$ cat src/hdl/vip_pkg.sv
package vip_pkg;

  localparam int NUM_SRC    = 64;
  localparam int NUM_VEC    = 44;
  localparam int NUM_EXT    = 5;
  localparam int NUM_PWORD  = 11;
  localparam int ADR_W      = 12;

  // register index = wb_adr_i[11:4], operation = wb_adr_i[3:2]
  localparam logic [7:0] IDX_CON    = 8'h00;
  localparam logic [7:0] IDX_STAT   = 8'h01;
  localparam logic [7:0] IDX_FLAG0  = 8'h03;
  localparam logic [7:0] IDX_EN0    = 8'h06;
  localparam logic [7:0] IDX_PRIO0  = 8'h09;
  localparam logic [7:0] IDX_BASE   = 8'h20;
  localparam logic [7:0] IDX_SPACE  = 8'h21;

  localparam logic [1:0] OP_WRITE = 2'h0;
  localparam logic [1:0] OP_CLR   = 2'h1;
  localparam logic [1:0] OP_SET   = 2'h2;
  localparam logic [1:0] OP_INV   = 2'h3;

  // control word fields
  localparam int CON_MVEC_BIT = 12;
  localparam int CON_TPC_LSB  = 8;
  localparam int CON_EP_LSB   = 0;
  localparam logic [31:0] CON_MASK = 32'h0000_171f;
  localparam logic [31:0] CON_RST  = 32'h0000_0000;

  // status word fields
  localparam int STAT_RIPL_LSB = 8;
  localparam int STAT_VEC_LSB  = 0;

  // priority word slots: priority bits 4:2, subpriority bits 1:0, four slots
  localparam int SLOT_STRIDE = 8;
  localparam logic [31:0] PRIO_MASK = 32'h1f1f_1f1f;
  localparam logic [31:0] PRIO_RST  = 32'h0000_0000;

  localparam logic [31:0] BASE_RST  = 32'h0000_0000;
  localparam logic [31:0] SPACE_RST = 32'h0000_0020;
  localparam logic [31:0] SPACE_MASK = 32'h0000_ffff;

  // external pin sources
  localparam logic [5:0] EXT_SRC [NUM_EXT] = '{6'h03, 6'h08, 6'h0d, 6'h12, 6'h17};

  // persistent sources re-raise their flag while the condition holds
  localparam logic [63:0] PERSIST = 64'h0fff_fff8_1631_8c60;

  // source to vector map, index is the source number
  localparam logic [5:0] SRC_VEC [NUM_SRC] = '{
    6'h00, 6'h01, 6'h02, 6'h03, 6'h04, 6'h05, 6'h05, 6'h06,
    6'h07, 6'h08, 6'h09, 6'h09, 6'h0a, 6'h0b, 6'h0c, 6'h0d,
    6'h0d, 6'h0e, 6'h0f, 6'h10, 6'h11, 6'h11, 6'h12, 6'h13,
    6'h14, 6'h15, 6'h15, 6'h16, 6'h17, 6'h18, 6'h19, 6'h1a,
    6'h1b, 6'h1c, 6'h1d, 6'h1e, 6'h1f, 6'h1f, 6'h1f, 6'h20,
    6'h20, 6'h20, 6'h21, 6'h21, 6'h21, 6'h22, 6'h22, 6'h22,
    6'h23, 6'h23, 6'h24, 6'h24, 6'h24, 6'h25, 6'h25, 6'h25,
    6'h26, 6'h26, 6'h26, 6'h27, 6'h28, 6'h29, 6'h2a, 6'h2b};

  typedef struct packed {
    logic        req;
    logic [2:0]  ripl;
    logic [5:0]  vec;
    logic [31:0] addr;
  } vip_cpu_req_s;

endpackage : vip_pkg

$ cat src/hdl/vip_top.sv
// Implementation choices: the register addresses and the Wishbone slave port.
`timescale 1ns/1ps
`default_nettype none

module vip_top (
  input  wire logic                       core_clk,
  input  wire logic                       rst_n,
  input  wire logic                       wb_cyc_i,
  input  wire logic                       wb_stb_i,
  input  wire logic                       wb_we_i,
  input  wire logic [vip_pkg::ADR_W-1:0]  wb_adr_i,
  input  wire logic [3:0]                 wb_sel_i,
  input  wire logic [31:0]                wb_dat_i,
  output logic      [31:0]                wb_dat_o,
  output logic                            wb_ack_o,
  input  wire logic [vip_pkg::NUM_SRC-1:0] src_req,
  input  wire logic [vip_pkg::NUM_EXT-1:0] ext_pin,
  output vip_pkg::vip_cpu_req_s           cpu_irq
);
  import vip_pkg::*;

  ////////////////////////////////////////////////////////////////////////////
  // bus decode

  logic [31:0] con_ff;
  logic [31:0] flag_ff  [2];
  logic [31:0] en_ff    [2];
  logic [31:0] prio_ff  [NUM_PWORD];
  logic [31:0] base_ff;
  logic [31:0] space_ff;
  logic [31:0] stat_ff;
  logic        ack_ff;
  logic [31:0] rdat_ff;

  wire         bus_take = wb_cyc_i & wb_stb_i & ~ack_ff;
  wire         bus_wr   = bus_take & wb_we_i;
  wire [7:0]   reg_idx  = wb_adr_i[ADR_W-1:4];
  wire [1:0]   reg_op   = wb_adr_i[3:2];
  wire [31:0]  byte_msk = {{8{wb_sel_i[3]}}, {8{wb_sel_i[2]}},
                           {8{wb_sel_i[1]}}, {8{wb_sel_i[0]}}};

  wire         hit_con   = (reg_idx == IDX_CON);
  wire         hit_stat  = (reg_idx == IDX_STAT);
  wire         hit_base  = (reg_idx == IDX_BASE);
  wire         hit_space = (reg_idx == IDX_SPACE);
  wire [1:0]   hit_flag;
  wire [1:0]   hit_en;
  wire [NUM_PWORD-1:0] hit_prio;

  // write, clear, set or invert under byte enables and a field mask
  function automatic logic [31:0] vip_wr(input logic [31:0] cur,
                                         input logic [31:0] wd,
                                         input logic [1:0]  op,
                                         input logic [31:0] msk);
    logic [31:0] res;
    res = cur;
    unique case (op)
      OP_WRITE: res = wd;
      OP_CLR:   res = cur & ~wd;
      OP_SET:   res = cur | wd;
      OP_INV:   res = cur ^ wd;
    endcase
    return (cur & ~msk) | (res & msk);
  endfunction : vip_wr

  ////////////////////////////////////////////////////////////////////////////
  // external pin synchronisers and edge select

  logic [NUM_EXT-1:0] pin_s1_ff;
  logic [NUM_EXT-1:0] pin_s2_ff;
  logic [NUM_EXT-1:0] pin_s3_ff;

  always_ff @(posedge core_clk) begin
    if (!rst_n) begin
      pin_s1_ff <= '0;
      pin_s2_ff <= '0;
      pin_s3_ff <= '0;
    end else begin
      pin_s1_ff <= ext_pin;
      pin_s2_ff <= pin_s1_ff;
      pin_s3_ff <= pin_s2_ff;
    end
  end

  wire [NUM_EXT-1:0] ext_pol  = con_ff[CON_EP_LSB +: NUM_EXT];
  wire [NUM_EXT-1:0] ext_rise = pin_s2_ff & ~pin_s3_ff;
  wire [NUM_EXT-1:0] ext_fall = ~pin_s2_ff & pin_s3_ff;
  wire [NUM_EXT-1:0] ext_evt  = (ext_pol & ext_rise) | (~ext_pol & ext_fall);

  ////////////////////////////////////////////////////////////////////////////
  // hardware request events

  logic [NUM_SRC-1:0] req_d_ff;
  logic [NUM_SRC-1:0] ext_set;
  logic [NUM_SRC-1:0] is_ext;

  always_ff @(posedge core_clk) begin
    if (!rst_n) begin
      req_d_ff <= '0;
    end else begin
      req_d_ff <= src_req;
    end
  end

  always_comb begin
    ext_set = '0;
    is_ext  = '0;
    for (int e = 0; e < NUM_EXT; e++) begin
      ext_set[EXT_SRC[e]] = ext_evt[e];
      is_ext[EXT_SRC[e]]  = 1'b1;
    end
  end

  // persistent sources follow the level, others take the rising edge, except the external sources, which take their pin event
  wire [NUM_SRC-1:0] lvl_set = src_req & PERSIST;
  wire [NUM_SRC-1:0] edg_set = src_req & ~req_d_ff & ~PERSIST;
  wire [NUM_SRC-1:0] hw_set  = ((lvl_set | edg_set) & ~is_ext) | ext_set;

  ////////////////////////////////////////////////////////////////////////////
  // flag and enable words

  logic [31:0] nxt_flag [2];
  logic [31:0] nxt_en   [2];

  genvar w;
  generate
    for (w = 0; w < 2; w++) begin : g_word
      assign hit_flag[w] = (reg_idx == IDX_FLAG0 + 8'(w));
      assign hit_en[w]   = (reg_idx == IDX_EN0 + 8'(w));
      // hardware set wins over a software clear in the same cycle
      assign nxt_flag[w] = ((bus_wr && hit_flag[w]) ?
                            vip_wr(flag_ff[w], wb_dat_i, reg_op, byte_msk) :
                            flag_ff[w]) | hw_set[32*w +: 32];
      assign nxt_en[w]   = (bus_wr && hit_en[w]) ?
                           vip_wr(en_ff[w], wb_dat_i, reg_op, byte_msk) : en_ff[w];

      always_ff @(posedge core_clk) begin
        if (!rst_n) begin
          flag_ff[w] <= '0;
          en_ff[w]   <= '0;
        end else begin
          flag_ff[w] <= nxt_flag[w];
          en_ff[w]   <= nxt_en[w];
        end
      end
    end
  endgenerate

  ////////////////////////////////////////////////////////////////////////////
  // priority words, four vector slots each

  genvar p;
  generate
    for (p = 0; p < NUM_PWORD; p++) begin : g_prio
      assign hit_prio[p] = (reg_idx == IDX_PRIO0 + 8'(p));
      always_ff @(posedge core_clk) begin
        if (!rst_n) begin
          prio_ff[p] <= PRIO_RST;
        end else if (bus_wr && hit_prio[p]) begin
          prio_ff[p] <= vip_wr(prio_ff[p], wb_dat_i, reg_op, byte_msk & PRIO_MASK);
        end
      end
    end
  endgenerate

  ////////////////////////////////////////////////////////////////////////////
  // control, table base and spacing

  always_ff @(posedge core_clk) begin
    if (!rst_n) begin
      con_ff   <= CON_RST;
      base_ff  <= BASE_RST;
      space_ff <= SPACE_RST;
    end else if (bus_wr) begin
      if (hit_con) begin
        con_ff <= vip_wr(con_ff, wb_dat_i, reg_op, byte_msk & CON_MASK);
      end
      if (hit_base) begin
        base_ff <= vip_wr(base_ff, wb_dat_i, reg_op, byte_msk);
      end
      if (hit_space) begin
        space_ff <= vip_wr(space_ff, wb_dat_i, reg_op, byte_msk & SPACE_MASK);
      end
    end
  end

  ////////////////////////////////////////////////////////////////////////////
  // ranking of pending enabled sources

  logic [4:0] src_key [NUM_SRC];
  logic [NUM_SRC-1:0] pend;

  genvar s;
  generate
    for (s = 0; s < NUM_SRC; s++) begin : g_src
      wire [5:0] vec  = SRC_VEC[s];
      wire [3:0] widx = vec[5:2];
      wire [4:0] slot = 5'(vec[1:0]) * 5'd8;
      // slot fields: priority 4:2, subpriority 1:0
      assign src_key[s] = prio_ff[widx][slot +: 5];
      assign pend[s]    = flag_ff[s/32][s%32] & en_ff[s/32][s%32] &
                          (src_key[s][4:2] != 3'h0);
    end
  endgenerate

  logic [4:0] win_key;
  logic [5:0] win_src;
  logic       win_any;

  // scan downward so that the lowest source keeps an equal key
  always_comb begin
    win_key = '0;
    win_src = '0;
    win_any = 1'b0;
    for (int i = NUM_SRC - 1; i >= 0; i--) begin
      if (pend[i] && (!win_any || src_key[i] >= win_key)) begin
        win_key = src_key[i];
        win_src = 6'(i);
        win_any = 1'b1;
      end
    end
  end

  wire        mvec     = con_ff[CON_MVEC_BIT];
  wire [5:0]  win_vec  = mvec ? SRC_VEC[win_src] : 6'h00;
  wire [21:0] vec_off  = 22'(win_vec) * 22'(space_ff[15:0]);
  wire [31:0] win_addr = base_ff + 32'(vec_off);

  ////////////////////////////////////////////////////////////////////////////
  // request to the cpu and status

  vip_cpu_req_s cpu_ff;
  vip_cpu_req_s nxt_cpu;

  assign nxt_cpu.req  = win_any;
  assign nxt_cpu.ripl = win_any ? win_key[4:2] : 3'h0;
  assign nxt_cpu.vec  = win_any ? win_vec : 6'h00;
  assign nxt_cpu.addr = win_any ? win_addr : base_ff;

  wire [31:0] nxt_stat = (32'(cpu_ff.ripl) << STAT_RIPL_LSB) |
                         (32'(cpu_ff.vec) << STAT_VEC_LSB);

  always_ff @(posedge core_clk) begin
    if (!rst_n) begin
      cpu_ff  <= '0;
      stat_ff <= '0;
    end else begin
      cpu_ff  <= nxt_cpu;
      stat_ff <= nxt_stat;
    end
  end

  assign cpu_irq = cpu_ff;

  ////////////////////////////////////////////////////////////////////////////
  // read mux and acknowledge

  logic [31:0] rd_mux;

  always_comb begin
    rd_mux = 32'h0000_0000;
    if (hit_con) begin
      rd_mux = con_ff;
    end
    if (hit_stat) begin
      rd_mux = stat_ff;
    end
    if (hit_base) begin
      rd_mux = base_ff;
    end
    if (hit_space) begin
      rd_mux = space_ff;
    end
    for (int k = 0; k < 2; k++) begin
      if (hit_flag[k]) begin
        rd_mux = flag_ff[k];
      end
      if (hit_en[k]) begin
        rd_mux = en_ff[k];
      end
    end
    for (int k = 0; k < NUM_PWORD; k++) begin
      if (hit_prio[k]) begin
        rd_mux = prio_ff[k];
      end
    end
  end

  always_ff @(posedge core_clk) begin
    if (!rst_n) begin
      ack_ff  <= 1'b0;
      rdat_ff <= '0;
    end else begin
      ack_ff  <= bus_take;
      rdat_ff <= (bus_take && !wb_we_i) ? rd_mux : 32'h0000_0000;
    end
  end

  assign wb_ack_o = ack_ff;
  assign wb_dat_o = rdat_ff;

endmodule : vip_top

`default_nettype wire

$ cat config.mk
export PLATFORM = sky130hd
export DESIGN_NAME = vip_top
export DESIGN_NICKNAME = d
export VERILOG_FILES = /design/src/hdl/vip_pkg.sv /design/src/hdl/vip_top.sv
export SDC_FILE = /design/constraint.sdc
export NUM_CORES = 2
export LEC_CHECK = 0
export ABC_AREA = 1
export BUFFER_PORTS_ARGS = -buffer_cell sky130_fd_sc_hd__buf_2
export CAP_MARGIN = 20
export CORE_MARGIN = 1.5
export CORE_UTILIZATION = 30
export CTS_BUF_LIST = sky130_fd_sc_hd__clkbuf_2
export DETAILED_ROUTE_END_ITERATION = 8
export GPL_ROUTABILITY_DRIVEN = 0
export SYNTH_ARGS = -nofsm -noshare
export SYNTH_HDL_FRONTEND = slang
export SYNTH_SLANG_ARGS = --single-unit
$ cat constraint.sdc
create_clock -name core_clk -period 132.5 [get_ports core_clk]
set_clock_uncertainty 0.1 [all_clocks]
set_input_delay 19.875 -clock core_clk [delete_from_list [all_inputs] [get_ports core_clk]]
set_output_delay 19.875 -clock core_clk [all_outputs]
set_load 0.02 [all_outputs]
==> results.yml <==
run_status:
  status: "finished with violations"
  violations: "DRC"
finish:
  multi_input_area_mm2: 0.0396
  layout-drive-gt1-share_pct: 12.8
  fill_cells: 20600
  layout.area.seq_mm2: 0.0128
  fin_nets: 9143
  area_delta_synth_final_pct: 8.24
clocking:
  clk_pin_slew_ns: 0.11
  cts.sinks: 527
  cts_setup_buffers: 0
  cts_tree: "yes"
  cts_buffer_depth: 3
  clk_latency_ns: 1.81
  htreeDepth: 4
  holdBufCountCts: 0
  cts_buffers: 161
  post_cts_resize_count: 0
  root_buffer: "clkbuf_2"
detailed_routing:
  antenna_left: 0
  dr_wl_met2_um: 109000
  wl_met3_um: 28100
  drt_iter0_drc: 7835
  drt_wl_total_um: 258000
  vias: 60400
  first_pass_iters: 9
  dr.max_layer_used: "met5"
  post-route-drc-count: 22
  wl_met1_um: 102000
  vias_per_cell: 5.72
  wl_per_cell_um: 24.4
synth:
  syn-mean-instance-area_um2: 7.52
  ys_seq_area_share_pct: 21.8
  synth.distinct_cells: 79
  synth_edf_count: 220
  syn-cell-area_mm2: 0.0585
  synth-main-ff-cell: "dfxtp_1"
  synth-seq-cells: 527
  synthArstFlopShare_pct: 0
  syn_nets: 9033
  synth_cells: 7781
  ys_warn_count: 0
die:
  dieWidth_um: 445
  die_h_um: 445
  io_pins: 197
  die_area_mm2: 0.198
  rows: 161
  fp.coreArea_mm2: 0.193
  initial_core_util_pct: 30.3
pwr:
  irDropWorstVdd_uv: 7.54
  power_leakage_uw: 0.0301
  power.density_mw_per_mm2: 6.30
place:
  portBuffers: 189
  hpwlAfterDp_um: 184000
critical_path:
  critical-path-max-stage-delay_ns: 0.81
  cp-end-kind: "register"
  critPathKind: "reg -> reg"
  startpoint_type: "register"
  crit_family: "simple AND/OR/NAND/NOR gates"
  arrival_ns: 90.09
  crit_buf_inv: 66
  crit_slowest_cell: "o21ai_0"
  cp.depth: 622
  r2r_cells: 622
  cp_max_fo: 19
  crit_top_cell: "nand2_1"
  worst_ep_required_time_ns: 134.04
timing:
  fin_tns_setup_ns: 0
  slew-limit-headroom_pct: 0.381
  timing.fmax_ghz: 0.0113
  hold_viol: 0
  period_share_pct: 66.8
  period_minus_slack_ns: 88.55
  setup_viol: 0
  fin_worst_hold_slack_ns: 0.249
  rsz0062_at_grt: "false"
  drv_slew: 0
  worst_pin_slew_ns: 1.49
grt:
  grt_pass1_wl_um: 372000
  grt_start_max_net_pins: 190
  grt_usage_pct: 25.2
  antenna_found_initial: 35
  overflow: 0
  first_global_vias: 55800
hold_path:
  whs_path_depth: 2
  hp-class: "reg -> reg"
run:
  maxCapViolations: 0
stage by stage:
stage                     power, µW  cell area, µm²  cells  utilization [%]  setup WS [ns]
after CTS                       398           63200  10500             32.7          45.48
after detailed placement        256           61700  10300             32.0          45.73
after global placement          253           61700  10200             32.0          47.07
final                           399           63300  10600             32.8          43.95
after global routing            415           63300  10600             32.8          35.03
after floorplan                 224           58500   7781                -          56.36
worst paths after layout:
check,from,endpoint,slack [ns]
worst min-delay path,pin_s2_ff[0],pin_s3_ff[0],0.25
worst min register to register,pin_s2_ff[0],pin_s3_ff[0],0.25
worst max register to register,register,cpu_irq[28],43.95
worst max-delay path,register,cpu_irq[28],43.95
worst register-to-register path: cells and delay by family (launching register included):
family | cells | cell delay (ns)
and+or+nand+nor | 348 | 34.12
DFF | 1 | 0.39
buffers and inverters | 66 | 3.74
AOI/OAI and AO/OA | 139 | 27.77
adders and majority gates | 69 | 22.16
layout by cell type, fill, tap and decap left out, drive strengths merged, types with 29 or more instances in the layout:
cell type | Yosys | final
fa | 76 | 76
nand2 | 1672 | 1672
edfxtp | 220 | 220
buf | 82 | 311
dfxtp | 307 | 307
nand4 | 65 | 65
o221ai | 30 | 30
o2111ai | 111 | 111
nand3 | 367 | 367
a2111oi | 84 | 84
diode | 0 | 32
inv | 1104 | 1109
clkinv | 28 | 67
a31oi | 31 | 31
o21ai | 644 | 644
a21oi | 362 | 362
ha | 1054 | 1054
clkbuf | 278 | 239
or2 | 29 | 29
nor3 | 71 | 71
nor2 | 510 | 510
a221oi | 362 | 362
a211oi | 89 | 89
synthesized netlist by cell type (all sizes together) (2+ instances only):
master       number  area, µm²
a2111oi          84        736
a211oi           89        673
a21boi           28        214
a21o              4       31.3
a21oi           362       1920
a221oi          362       3170
a311oi           26        228
a31o              4       35.0
a31oi            31        200
a41oi            28        245
and2              2       13.8
buf              82        727
clkbuf          278       1110
clkinv           28        120
dfxtp           307       6150
dlygate4sd1       2       17.5
dlygate4sd3       3       30.0
edfxtp          220       6610
fa               76       1520
ha             1054      13200
inv            1104       4180
nand2          1672       7000
nand3           367       2050
nand3b           10       75.1
nand4            65        413
nor2            510       2040
nor3             71        375
nor4              4       25.0
o2111ai         111        972
o211ai           27        208
o21ai           644       3250
o21bai            9       67.6
o221ai           30        263
o22ai            27        169
o311ai            4       42.6
or2              29        181
xnor2             8       70.1
xor2             11       96.3
metal layers:
layer  track usage (%)  vias to the layer above
met2              37.3                     3482
met4              17.7                       12
met5                 0                        -
met1              32.2                    28900
met3              5.68                      756
li1                  -                    27200
cell type report:
class	instances	share of cell area (%)
inverter	1134	6.84
antenna	32	0.126
clock buffer	237	1.87
clock inverter	48	0.433
sequential	527	20.1
timing repair buffer	313	3.03
multi-input combinational	5754	62.6
tap	2526	4.99
where the power goes:
group	internal (µW)	switching [µW]
Combinational	21.0	55.6
Clock	51.2	91.5
Sequential	173	6.44
Total	245	153
cell families after synthesis:
| kind of cell | share of synthesized area, % |
|---|---|
| compound gates | 21.3 |
| buf+inv | 10.6 |
| flops | 21.8 |
| fa+ha+maj | 25.1 |
| xor+xnor | 0.284 |
| simple gates | 20.8 |
Power figures use the tool's default switching activity.
